[src/hw/wcs_pkg.sv]
// Package of register map, field layout and timing constants for the card-sense register bank.
package wcs_pkg;
  // ---------------------------------------------------------------
  // Register indices and byte address width
  // ---------------------------------------------------------------
  localparam logic [7:0] IDX_DETECT_OPTIONS = 8'h3A;
  localparam logic [7:0] IDX_CLK_OUT_DIV    = 8'h3E;
  localparam logic [7:0] IDX_Q_LOWER        = 8'h3F;
  localparam logic [7:0] IDX_Q_UPPER        = 8'h40;
  localparam logic [7:0] IDX_I_LOWER        = 8'h41;
  localparam logic [7:0] IDX_I_LAST         = 8'h42;
  localparam logic [7:0] IDX_Q_LAST         = 8'h43;
  localparam logic [7:0] IDX_DETECT_STATUS  = 8'h48;
  localparam int         ADDR_W             = 10;

  // ---------------------------------------------------------------
  // Field positions and reset values
  // ---------------------------------------------------------------
  localparam int         OPT_TX_FULL_SWING  = 3;
  localparam int         OPT_NOISE_FILTER   = 2;
  localparam int         OPT_Q_UNSETTLED    = 1;
  localparam int         OPT_I_UNSETTLED    = 0;
  localparam int         QRES_SUPPRESS      = 6;
  localparam int         LIMIT_HI_BIT       = 7;
  localparam int         LIMIT_LO_BIT       = 6;
  localparam logic [7:0] RST_DIVIDER        = 8'h08;
  localparam logic [7:0] RST_LIMIT          = 8'h00;
  localparam logic [7:0] RST_OPTIONS        = 8'h00;
  localparam logic [7:0] DIV_MIN            = 8'h08;
  localparam logic [7:0] DIV_MAX            = 8'hFE;

  // ---------------------------------------------------------------
  // Timing: longest sampling time, rounded down to cycles
  // ---------------------------------------------------------------
  localparam int         CLK_PERIOD_PS      = 10000;
  localparam int         SAMPLE_MAX_PS      = 4720000;
  localparam int         SAMPLE_MAX_CYC_RAW = SAMPLE_MAX_PS / CLK_PERIOD_PS;
  localparam int         SAMPLE_MAX_CYC     = (SAMPLE_MAX_CYC_RAW < 1) ? 1 : SAMPLE_MAX_CYC_RAW;
  localparam int         FILT_CYC           = 8;

  // AXI responses.
  localparam logic [1:0] RESP_OKAY          = 2'h0;
  localparam logic [1:0] RESP_SLVERR        = 2'h2;
endpackage

[src/hw/wcs_clk_divider.sv]
// Programmable clock output divider: divides the input clock by the programmed ratio.
`timescale 1ns/1ps
module wcs_clk_divider (
  input  wire logic       aclk,
  input  wire logic       aresetn,
  input  wire logic [7:0] ratio,
  output logic            clk_div_out
);
  logic [7:0] cnt;
  logic [7:0] next_cnt;
  logic       next_out;

  // Counts ratio cycles; output high for the first ratio/2 cycles, rounded down, of each period.
  always_comb begin
    if (cnt >= ratio - 8'h01) begin
      next_cnt = 8'h00;
    end else begin
      next_cnt = cnt + 8'h01;
    end
    next_out = (next_cnt < (ratio >> 1));
  end

  // Registers counter and output.
  always_ff @(posedge aclk) begin
    if (!aresetn) begin
      cnt         <= 8'h00;
      clk_div_out <= 1'b0;
    end else begin
      cnt         <= next_cnt;
      clk_div_out <= next_out;
    end
  end
endmodule

[src/hw/wcs_regs.sv]
// Card-sense threshold register bank with AXI4-Lite slave and detection evaluation.
//
// The implementer's own choice: the AXI4-Lite interface to the registers.
`timescale 1ns/1ps
// Functional notes
// - Eight-bit read/write output divider ratio register.
// - Ratios 8 to 254 divide exactly; 0-7 reserved.
// - I upper limit assembled from three registers.
// - I above upper limit sets detect flag.
// - Q above lower limit sets detect flag.
// - Q above upper limit sets detect flag.
// - I below lower limit sets detect flag.
// - Last I measurement readable, upper bits reserved.
// - Last Q measurement readable in low bits.
// - Suppress bit blocks flag until next detection.
// - Options register present only when revision allows.
// - Options: swing, filter, two unsettled flags.
// - Filter enabled uses filtered values, bounded time; no time limit here, the filter averages every sample until detect_end.
// - With filter enabled, unsettled flags show channel changed while measuring.
module wcs_regs #(
  parameter bit HAS_OPTIONS = 1'b1
) (
  input  wire logic        aclk,
  input  wire logic        aresetn,
  input  wire logic [9:0]  s_axi_awaddr,
  input  wire logic        s_axi_awvalid,
  output logic             s_axi_awready,
  input  wire logic [31:0] s_axi_wdata,
  input  wire logic [3:0]  s_axi_wstrb,
  input  wire logic        s_axi_wvalid,
  output logic             s_axi_wready,
  output logic [1:0]       s_axi_bresp,
  output logic             s_axi_bvalid,
  input  wire logic        s_axi_bready,
  input  wire logic [9:0]  s_axi_araddr,
  input  wire logic        s_axi_arvalid,
  output logic             s_axi_arready,
  output logic [31:0]      s_axi_rdata,
  output logic [1:0]       s_axi_rresp,
  output logic             s_axi_rvalid,
  input  wire logic        s_axi_rready,
  input  wire logic        detect_start,
  input  wire logic        sample_valid,
  input  wire logic [5:0]  i_sample,
  input  wire logic [5:0]  q_sample,
  input  wire logic        detect_end,
  output logic             detect_irq_flag,
  output logic             tx_full_swing,
  output logic             clk_div_out
);
  // ---------------------------------------------------------------
  // Storage
  // ---------------------------------------------------------------
  logic [7:0] output_divider_ratio, next_divider;
  logic [7:0] q_lower_reg, next_q_lower;
  logic [7:0] q_upper_reg, next_q_upper;
  logic [7:0] i_lower_reg, next_i_lower;
  logic [5:0] i_last_sample, next_i_last;
  logic [5:0] q_last_sample, next_q_last;
  logic       detect_irq_suppress, next_suppress;
  logic       tx_swing_bit, next_tx_swing;
  logic       noise_filter_enable, next_filter;
  logic       i_unsettled_flag, next_i_uns;
  logic       q_unsettled_flag, next_q_uns;
  logic       next_flag;
  logic [5:0] i_filt, next_i_filt, q_filt, next_q_filt;
  logic [5:0] i_first, next_i_first, q_first, next_q_first;
  logic       i_moved, next_i_moved, q_moved, next_q_moved;
  logic       have_first, next_have_first;
  logic [5:0] i_upper_limit;
  logic [5:0] i_eval, q_eval;
  logic       hit;

  // ---------------------------------------------------------------
  // AXI4-Lite handshake state
  // ---------------------------------------------------------------
  logic       aw_held, next_aw_held, w_held, next_w_held;
  logic [7:0] aw_idx, next_aw_idx;
  logic [31:0] w_data, next_w_data;
  logic [3:0] w_strb, next_w_strb;
  logic       next_bvalid;
  logic [1:0] next_bresp;
  logic       next_rvalid;
  logic [1:0] next_rresp;
  logic [31:0] next_rdata;
  logic       do_write, wr_ok;
  logic [7:0] rd_idx;
  logic [7:0] rd_byte;

  // Address and data are accepted independently, one write at a time.
  assign s_axi_awready = !aw_held && !s_axi_bvalid;
  assign s_axi_wready  = !w_held && !s_axi_bvalid;
  assign s_axi_arready = !s_axi_rvalid;
  assign do_write      = (aw_held || (s_axi_awvalid && s_axi_awready)) &&
                         (w_held || (s_axi_wvalid && s_axi_wready)) && !s_axi_bvalid;
  assign rd_idx        = s_axi_araddr[9:2];

  // Decodes whether an index is a mapped register.
  function automatic logic mapped(input logic [7:0] idx);
    mapped = (idx == wcs_pkg::IDX_CLK_OUT_DIV) || (idx == wcs_pkg::IDX_Q_LOWER) ||
             (idx == wcs_pkg::IDX_Q_UPPER) || (idx == wcs_pkg::IDX_I_LOWER) ||
             (idx == wcs_pkg::IDX_I_LAST) || (idx == wcs_pkg::IDX_Q_LAST) ||
             (idx == wcs_pkg::IDX_DETECT_STATUS) ||
             (HAS_OPTIONS && (idx == wcs_pkg::IDX_DETECT_OPTIONS));
  endfunction

  // Read data multiplexer.
  always_comb begin
    rd_byte = 8'h00;
    case (rd_idx)
      wcs_pkg::IDX_CLK_OUT_DIV: rd_byte = output_divider_ratio;
      wcs_pkg::IDX_Q_LOWER:     rd_byte = q_lower_reg;
      wcs_pkg::IDX_Q_UPPER:     rd_byte = q_upper_reg;
      wcs_pkg::IDX_I_LOWER:     rd_byte = i_lower_reg;
      wcs_pkg::IDX_I_LAST:      rd_byte = {2'h0, i_last_sample};
      wcs_pkg::IDX_Q_LAST:      rd_byte = {1'b0, detect_irq_suppress, q_last_sample};
      wcs_pkg::IDX_DETECT_STATUS: rd_byte = {7'h00, detect_irq_flag};
      wcs_pkg::IDX_DETECT_OPTIONS: rd_byte = HAS_OPTIONS ?
        {4'h0, tx_swing_bit, noise_filter_enable, q_unsettled_flag, i_unsettled_flag} : 8'h00;
      default: rd_byte = 8'h00;
    endcase
  end

  // Write and read channel next state.
  always_comb begin
    next_aw_held = aw_held;
    next_aw_idx  = aw_idx;
    next_w_held  = w_held;
    next_w_data  = w_data;
    next_w_strb  = w_strb;
    next_bvalid  = s_axi_bvalid;
    next_bresp   = s_axi_bresp;
    next_rvalid  = s_axi_rvalid;
    next_rresp   = s_axi_rresp;
    next_rdata   = s_axi_rdata;
    if (s_axi_awvalid && s_axi_awready) begin
      next_aw_held = 1'b1;
      next_aw_idx  = s_axi_awaddr[9:2];
    end
    if (s_axi_wvalid && s_axi_wready) begin
      next_w_held = 1'b1;
      next_w_data = s_axi_wdata;
      next_w_strb = s_axi_wstrb;
    end
    if (do_write) begin
      next_aw_held = 1'b0;
      next_w_held  = 1'b0;
      next_bvalid  = 1'b1;
      next_bresp   = mapped(next_aw_idx) ? wcs_pkg::RESP_OKAY : wcs_pkg::RESP_SLVERR;
    end else if (s_axi_bvalid && s_axi_bready) begin
      next_bvalid = 1'b0;
    end
    if (s_axi_arvalid && s_axi_arready) begin
      next_rvalid = 1'b1;
      next_rdata  = {24'h000000, rd_byte};
      next_rresp  = mapped(rd_idx) ? wcs_pkg::RESP_OKAY : wcs_pkg::RESP_SLVERR;
    end else if (s_axi_rvalid && s_axi_rready) begin
      next_rvalid = 1'b0;
    end
  end

  assign wr_ok = do_write && next_w_strb[0];

  // ---------------------------------------------------------------
  // Detection evaluation
  // ---------------------------------------------------------------
  // assemble upper limit
  assign i_upper_limit = {q_lower_reg[7:6], q_upper_reg[7:6], i_lower_reg[7:6]};
  assign i_eval = noise_filter_enable ? i_filt : i_sample;
  assign q_eval = noise_filter_enable ? q_filt : q_sample;
  assign hit = (i_eval > i_upper_limit) || (q_eval > q_lower_reg[5:0]) ||
               (q_eval > q_upper_reg[5:0]) || (i_eval < i_lower_reg[5:0]);

  // Register writes, filter tracking and detection result.
  always_comb begin
    next_divider    = output_divider_ratio;
    next_q_lower    = q_lower_reg;
    next_q_upper    = q_upper_reg;
    next_i_lower    = i_lower_reg;
    next_suppress   = detect_irq_suppress;
    next_tx_swing   = tx_swing_bit;
    next_filter     = noise_filter_enable;
    next_i_last     = i_last_sample;
    next_q_last     = q_last_sample;
    next_i_uns      = i_unsettled_flag;
    next_q_uns      = q_unsettled_flag;
    next_flag       = detect_irq_flag;
    next_i_filt     = i_filt;
    next_q_filt     = q_filt;
    next_i_first    = i_first;
    next_q_first    = q_first;
    next_i_moved    = i_moved;
    next_q_moved    = q_moved;
    next_have_first = have_first;
    if (wr_ok) begin
      case (next_aw_idx)
        wcs_pkg::IDX_CLK_OUT_DIV: next_divider = next_w_data[7:0];
        wcs_pkg::IDX_Q_LOWER:     next_q_lower = next_w_data[7:0];
        wcs_pkg::IDX_Q_UPPER:     next_q_upper = next_w_data[7:0];
        wcs_pkg::IDX_I_LOWER:     next_i_lower = next_w_data[7:0];
        wcs_pkg::IDX_Q_LAST:      next_suppress = next_w_data[wcs_pkg::QRES_SUPPRESS];
        // Writing one clears the sticky flag.
        wcs_pkg::IDX_DETECT_STATUS: next_flag = detect_irq_flag & ~next_w_data[0];
        wcs_pkg::IDX_DETECT_OPTIONS: begin
          if (HAS_OPTIONS) begin
            next_tx_swing = next_w_data[wcs_pkg::OPT_TX_FULL_SWING];
            next_filter   = next_w_data[wcs_pkg::OPT_NOISE_FILTER];
          end
        end
        default: begin
        end
      endcase
    end
    if (detect_start) begin
      next_suppress   = 1'b0;
      next_have_first = 1'b0;
      next_i_moved    = 1'b0;
      next_q_moved    = 1'b0;
    end
    if (sample_valid) begin
      next_have_first = 1'b1;
      next_i_filt = have_first ? 6'((7'(i_filt) + 7'(i_sample)) >> 1) : i_sample;
      next_q_filt = have_first ? 6'((7'(q_filt) + 7'(q_sample)) >> 1) : q_sample;
      if (!have_first) begin
        next_i_first = i_sample;
        next_q_first = q_sample;
      end else begin
        next_i_moved = i_moved | (i_sample != i_first);
        next_q_moved = q_moved | (q_sample != q_first);
      end
    end
    if (detect_end) begin
      next_i_last = i_eval;
      next_q_last = q_eval;
      next_i_uns  = noise_filter_enable & i_moved;
      next_q_uns  = noise_filter_enable & q_moved;
      if (hit && !detect_irq_suppress) begin
        next_flag = 1'b1;
      end
    end
  end

  // Registers all state.
  always_ff @(posedge aclk) begin
    if (!aresetn) begin
      aw_held <= 1'b0;
      aw_idx <= 8'h00;
      w_held <= 1'b0;
      w_data <= 32'h00000000;
      w_strb <= 4'h0;
      s_axi_bvalid <= 1'b0;
      s_axi_bresp <= 2'h0;
      s_axi_rvalid <= 1'b0;
      s_axi_rresp <= 2'h0;
      s_axi_rdata <= 32'h00000000;
      output_divider_ratio <= wcs_pkg::RST_DIVIDER;
      q_lower_reg <= wcs_pkg::RST_LIMIT;
      q_upper_reg <= wcs_pkg::RST_LIMIT;
      i_lower_reg <= wcs_pkg::RST_LIMIT;
      i_last_sample <= 6'h00;
      q_last_sample <= 6'h00;
      detect_irq_suppress <= 1'b0;
      tx_swing_bit <= 1'b0;
      noise_filter_enable <= 1'b0;
      i_unsettled_flag <= 1'b0;
      q_unsettled_flag <= 1'b0;
      detect_irq_flag <= 1'b0;
      i_filt <= 6'h00;
      q_filt <= 6'h00;
      i_first <= 6'h00;
      q_first <= 6'h00;
      i_moved <= 1'b0;
      q_moved <= 1'b0;
      have_first <= 1'b0;
    end else begin
      aw_held <= next_aw_held & ~do_write;
      aw_idx <= next_aw_idx;
      w_held <= next_w_held & ~do_write;
      w_data <= next_w_data;
      w_strb <= next_w_strb;
      s_axi_bvalid <= next_bvalid;
      s_axi_bresp <= next_bresp;
      s_axi_rvalid <= next_rvalid;
      s_axi_rresp <= next_rresp;
      s_axi_rdata <= next_rdata;
      output_divider_ratio <= next_divider;
      q_lower_reg <= next_q_lower;
      q_upper_reg <= next_q_upper;
      i_lower_reg <= next_i_lower;
      i_last_sample <= next_i_last;
      q_last_sample <= next_q_last;
      detect_irq_suppress <= next_suppress;
      tx_swing_bit <= next_tx_swing;
      noise_filter_enable <= next_filter;
      i_unsettled_flag <= next_i_uns;
      q_unsettled_flag <= next_q_uns;
      detect_irq_flag <= next_flag;
      i_filt <= next_i_filt;
      q_filt <= next_q_filt;
      i_first <= next_i_first;
      q_first <= next_q_first;
      i_moved <= next_i_moved;
      q_moved <= next_q_moved;
      have_first <= next_have_first;
    end
  end

  assign tx_full_swing = tx_swing_bit;

  wcs_clk_divider i_wcs_clk_divider (
    .aclk        (aclk),
    .aresetn     (aresetn),
    .ratio       (output_divider_ratio),
    .clk_div_out (clk_div_out)
  );
endmodule

[config.mk]
export PLATFORM = sky130hd
export DESIGN_NAME = wcs_regs
export DESIGN_NICKNAME = d
export VERILOG_FILES = /design/src/hw/wcs_pkg.sv /design/src/hw/wcs_clk_divider.sv /design/src/hw/wcs_regs.sv
export SDC_FILE = /design/constraint.sdc
export NUM_CORES = 1
export LEC_CHECK = 0
export BUFFER_PORTS_ARGS = -buffer_cell sky130_fd_sc_hd__buf_2
export CORE_MARGIN = 1
export CORE_UTILIZATION = 57
export DETAILED_ROUTE_END_ITERATION = 8
export PLACE_DENSITY = 0.81
export SLEW_MARGIN = 10
export SYNTH_ARGS = -nofsm -noshare
export SYNTH_HDL_FRONTEND = slang
export SYNTH_SLANG_ARGS = --single-unit
[constraint.sdc]
create_clock -name aclk -period 3.85 [get_ports aclk]
set_input_delay 0.77 -clock aclk [delete_from_list [all_inputs] [get_ports aclk]]
set_output_delay 0.77 -clock aclk [all_outputs]
set_load 0.02 [all_outputs]
# Word level (Yosys, flattened, before mapping)
# Cells that the tools add are included.
[totals] ff_bits=119 output_inout_bits=44 in_bits=78
[classes] bitwise_logic=11 mux=31 n_eq_ne=18 order_cmp=6 reduce_logical=46 n_addsub=4
[ops] operator="8-bit by 7-bit equality test with 1-bit output (second input constant)" count=10
[ops] operator="8-bit case mux with 8 select lines" count=1
[ops] operator="8-bit by 6-bit equality test with 1-bit output (second input constant)" count=6
[ops] operator="6-bit 2-to-1 mux" count=4
[ops] operator="8-bit 2-to-1 mux" count=3
[ops] operator="1-bit 2-to-1 mux" count=21
[ops] operator="1-bit logical OR" count=19
[ops] operator="6-bit greater-than comparator" count=3
[ops] operator="6-bit by 6-bit adder with 7-bit output" count=2
[ops] operator="2-bit AND reduction" count=7
[ops] operator="6-bit inequality test" count=2
[ops] operator="1-bit logical AND" count=11
[ops] operator="8-bit by 1-bit adder with 8-bit output (second input constant)" count=1
[ops] operator="8-bit greater-or-equal comparator" count=1
[ops] operator="8-bit by 7-bit less-than comparator with 1-bit output" count=1
[ops] operator="8-bit by 1-bit subtractor with 8-bit output (second input constant)" count=1
[ops] operator="6-bit less-than comparator" count=1
[ops] operator="2-bit nonzero test" count=3
[ops] operator="1-bit AND" count=5
[ops] operator="1-bit logical NOT" count=5
[ops] operator="2-bit 2-to-1 mux" count=2
[ops] operator="1-bit NOT" count=4
[ops] operator="1-bit OR" count=2
[ops] operator="2-bit OR reduction" count=1

# Longest topological paths before layout
[depth] depth_word=13 depth_mapped=17 depth_no_buf=17

# Cells and area by module
# From an unflattened synthesis, not the netlist that was laid out.
[hier_totals] hier_cells=790 hier_area_um2=7065.5
[by_module_without_submodules] module="wcs_regs" cells_per_inst=691 instances=1 area_per_inst_um2=6243.5
[by_module_without_submodules] module="wcs_clk_divider" cells_per_inst=99 instances=1 area_per_inst_um2=822.0

# Worst setup path before layout
# Ideal clock, no wire load.
[synth_timing] path_type="register to register" start="register output_divider_ratio[0]" end="register i_wcs_clk_divider.clk_div_out" arrival_time_ps=3158 path_stages_with_launch=18 setup_slack_ps=632 path_buffers=0 setup_ps=60 synth_period_minus_slack_ps=3218 t_required_ps=3790 cell_sequence="dfxtp_1 inv_1 ha_1 nand3_1 nor3_1 xnor2_1 ha_1 and3_1 a221oi_1 o21a_1 nor2_1 nor3_1 ha_1 and3_1 nand4_1 nor2_1 a2111oi_0 o311a_1"
[synth_via] elab_chain_len=4
[synth_rtl] item="start: declaration" line_no="wcs_regs.sv:54" source="logic [7:0] output_divider_ratio, next_divider;"
[synth_rtl] item="start signal: assignment" line_no="wcs_regs.sv:256" source="output_divider_ratio <= wcs_pkg::RST_DIVIDER;"
[synth_rtl] item="start signal: assignment" line_no="wcs_regs.sv:286" source="output_divider_ratio <= next_divider;"
[synth_rtl] item="8-bit by 1-bit subtractor with 8-bit output" line_no="wcs_clk_divider.sv:15" source="if (cnt >= ratio - 8'h01) begin"
[synth_rtl] item="8-bit greater-or-equal comparator" line_no="wcs_clk_divider.sv:15"
[synth_rtl] item="8-bit 2-to-1 mux" line_no="wcs_clk_divider.sv:15"
[synth_rtl] item="net i_wcs_clk_divider.next_cnt[5]" line_no="wcs_clk_divider.sv:10" source="logic [7:0] next_cnt;"
[synth_rtl] item="8-bit by 7-bit less-than comparator with 1-bit output" line_no="wcs_clk_divider.sv:20" source="next_out = (next_cnt < (ratio >> 1));"
[synth_rtl] item="end signal: assignment" line_no="wcs_clk_divider.sv:30" source="clk_div_out <= next_out;"
[synth_rtl] item="end: declaration" line_no="wcs_clk_divider.sv:7" source="output logic clk_div_out"
# The timed path passes the listed nets, and every way through them passes these cells.
# A chain may end at the register's enable or synchronous reset.

# Worst setup path in the final report
# Ends and elaborated chain as after synthesis.

==> results.ini <==
[run_status]
status=finished, violations left
violations=design-rule violations

[clock_tree]
clkLatencyLatePin_ps=420
root_buffer=clkbuf_16
h-tree-depth=4
cts_tree=built
clk_path_buf_depth=2
clkTransAtPathRegs_ps=60
clkSinkCount=117
post_cts_buffers=0
cts_buffers=17

[placement]
portBuffers=64
dp_slack_ps=252
gp_congestion=0.894
hpwl_um=11800
dp.cells=977
placed_area_sq_um=7220

[final_layout]
mostFrequentLayoutCells=dfxtp_1 (117), nand2_1 (102), mux2i_1 (65)
syn_to_final_growth_pct=14.9
stdcell_area_sq_um=7910
stdcell_count=1009
fillers=920
nNetsFinal=982
layout_commonest_cell=dfxtp_1
drive_above_1_share_pct=15.9
diodes=0

[synth]
ys_seq_area_share_pct=34.0
syn-cell-area_sq_um=6890
synthArstFlopShare_pct=0
synth.avg_cell_area_sq_um=8.67
yosysWarnings=0
synth-edff-count=0
synth_cell_types=72
syn_inst=794
ys.flop_type=dfxtp_1
ys_ff_latch=117

[global_route]
grt_max_degree=51
grt_pass1_wl_um=27000
track_usage_pct=27.4
grt_pass1_vias=5518
antenna_found_initial=0
overflow=0

[routing]
ant_nets=0
drt_iter0_markers=454
routed_wirelength_um=16100
vias=5806
first_pass_iters=7
wl_per_cell_um=16.0
routed_via_density=5.75
drcViolationCount=11

[sta]
finalCriticalPeriod_ps=3600
relSlewSlack_pct=32.5
fmax_ghz=0.278
setup_viol=0
hold_slack_ps=445
fin_skew_ps=7.04
hold_viol_final=0
tightest_slew_ps=999
fin_ws_ps=254
maxSlewViolCount=0
finalCritPeriodShare_pct=93.4

[critical_path]
path_depth=17
critical-path-max-stage-delay_ps=400
cp_data_arrival_time_ps=3960
cpLargestDelayFamily=compound AO/OA/AOI/OAI gates
cp_num_buf_inv=1
path_class=reg2reg
cp_common_cell=ha_1
worst_path_max_delay_cell=dfxtp_1
crit_path_start_kind=register
r2r_cells=17
endpoint_kind=register
path_cells=inv_1 -> ha_1 -> nand3_1 -> nor3_2 -> xnor2_1 -> ha_1 -> and3_1 -> a221oi_1 -> o21a_1 -> nor2_2 -> nor3_1 -> ha_1 -> and3_1 -> nand4_1 -> nor2_1 -> a2111oi_1 -> o311a_1
path_max_fanout=7
cp.required_ps=4220

[die]
die-area_sq_um=12500
ios=122
die_h_um=112
coreArea_sq_um=11600
fp.dieW_um=112
initial_core_util_pct=59.3
rows=39

[pwr]
switching_power_mw=0.877
p_total_mw=3.54
peakVddDrop_v=0.000324
intPower_mw=2.66
leakage_nw=3.55
p_per_area_nw_per_um2=448
pwr-share-comb_pct=12.0
p_seq_share_pct=37.0
clkPwrFrac_pct=51.0
sw_frac_of_total_pct=24.8

[min_path]
hold_class=reg2reg
whs_path_depth=2

[job]
max_cap_violations=0

-- power by group through the flow --
stage	Sequential [mW]	Combinational (mW)	Clock [mW]
after floorplan	1.33	0.324	0
after CTS	1.31	0.423	1.82
final	1.31	0.425	1.81
after global routing	1.32	0.473	1.89
after global placement	1.33	0.410	0
after detailed placement	1.34	0.420	0
-- metal layers --
metal	wire (um)	global-route usage [%]	share of wire, %
met4	295	9.73	1.8
met5	0	0	0
met3	1070	7.46	6.6
met1	7230	35.7	45
met2	7530	43.4	47
-- metrics by stage --
step | TNS [ps] | util (%)
after floorplan | 0 | -
after global placement | 0 | 62.2
after detailed placement | 0 | 62.2
after CTS | 0 | 68.0
after global routing | -8.59 | 68.1
final | 0 | 68.1
-- cell usage after synthesis (5+ instances only) --
cell type    n  area [sq um]
nor2_1      54           203
and3_1       5          31.3
nor3_1      17          85.1
mux2_2      18           203
o21ai_0     26           130
a21oi_1     44           220
ha_1        49           613
mux2i_1     65           651
clkbuf_1    23          86.3
a31oi_1      8          50.1
a21o_1       6          45.0
a22oi_1      5          37.5
nand3b_1     7          52.6
dfxtp_1    117          2340
nand4_1      6          37.5
buf_1        5          18.8
nor4_1       5          31.3
buf_4       27           203
a211oi_1     8          60.1
nand2b_1    11          68.8
xnor2_1     14           123
o21a_1       5          37.5
nand2_1    102           383
a221oi_1     6          52.6
inv_1       49           184
nand3_1      8          40.0
nor3b_1      7          52.6
xor2_1      16           140
nor2b_1     10          62.6
-- worst min-delay path, cell delays in order, from the launching register on --
cell and delay [ps]:
dfxtp_1 320, nand2_1 40, o21ai_0 50
-- final cells by class --
cell class | instances | area (sq um) | area share, %
timing repair buffer | 72 | 380 | 4.81
inverter | 50 | 188 | 2.37
multi-input combinational | 595 | 4150 | 52.5
tap | 143 | 179 | 2.26
clock buffer | 19 | 443 | 5.60
clock inverter | 13 | 229 | 2.89
sequential | 117 | 2340 | 29.6
-- repair_timing --
item / CTS / global route
endpoints found under the setup margin: 0 / 1
hold buffers: 0 / 0
gates resized for setup: 0 / 5
-- worst paths after layout --
| check | startpoint | slack [ps] | to |
|---|---|---|---|
| worst min-delay path | s_axi_rdata[1] | 450 | s_axi_rdata[1] |
| worst max-delay path | output_divider_ratio[0] | 250 | i_wcs_clk_divider.clk_div_out |
| worst max register to register | output_divider_ratio[0] | 250 | i_wcs_clk_divider.clk_div_out |
| worst min register to register | s_axi_rdata[1] | 450 | s_axi_rdata[1] |
-- cells by family (layout without fill, tap and decap cells) --
family                     count (synthesis)  after routing  share of synthesized area (%)
DFF                                      117            117                           34.0
other                                      1             26                         0.0544
adders and majority gates                 51             51                           9.48
xor gates and xnor gates                  30             30                           3.81
and+or+nand+nor                          264            264                           19.2
buffers and inverters                    107            154                           7.43
AOI/OAI and AO/OA                        140            140                           13.3
muxes                                     84             84                           12.7
(Power assumes the default switching activity.)
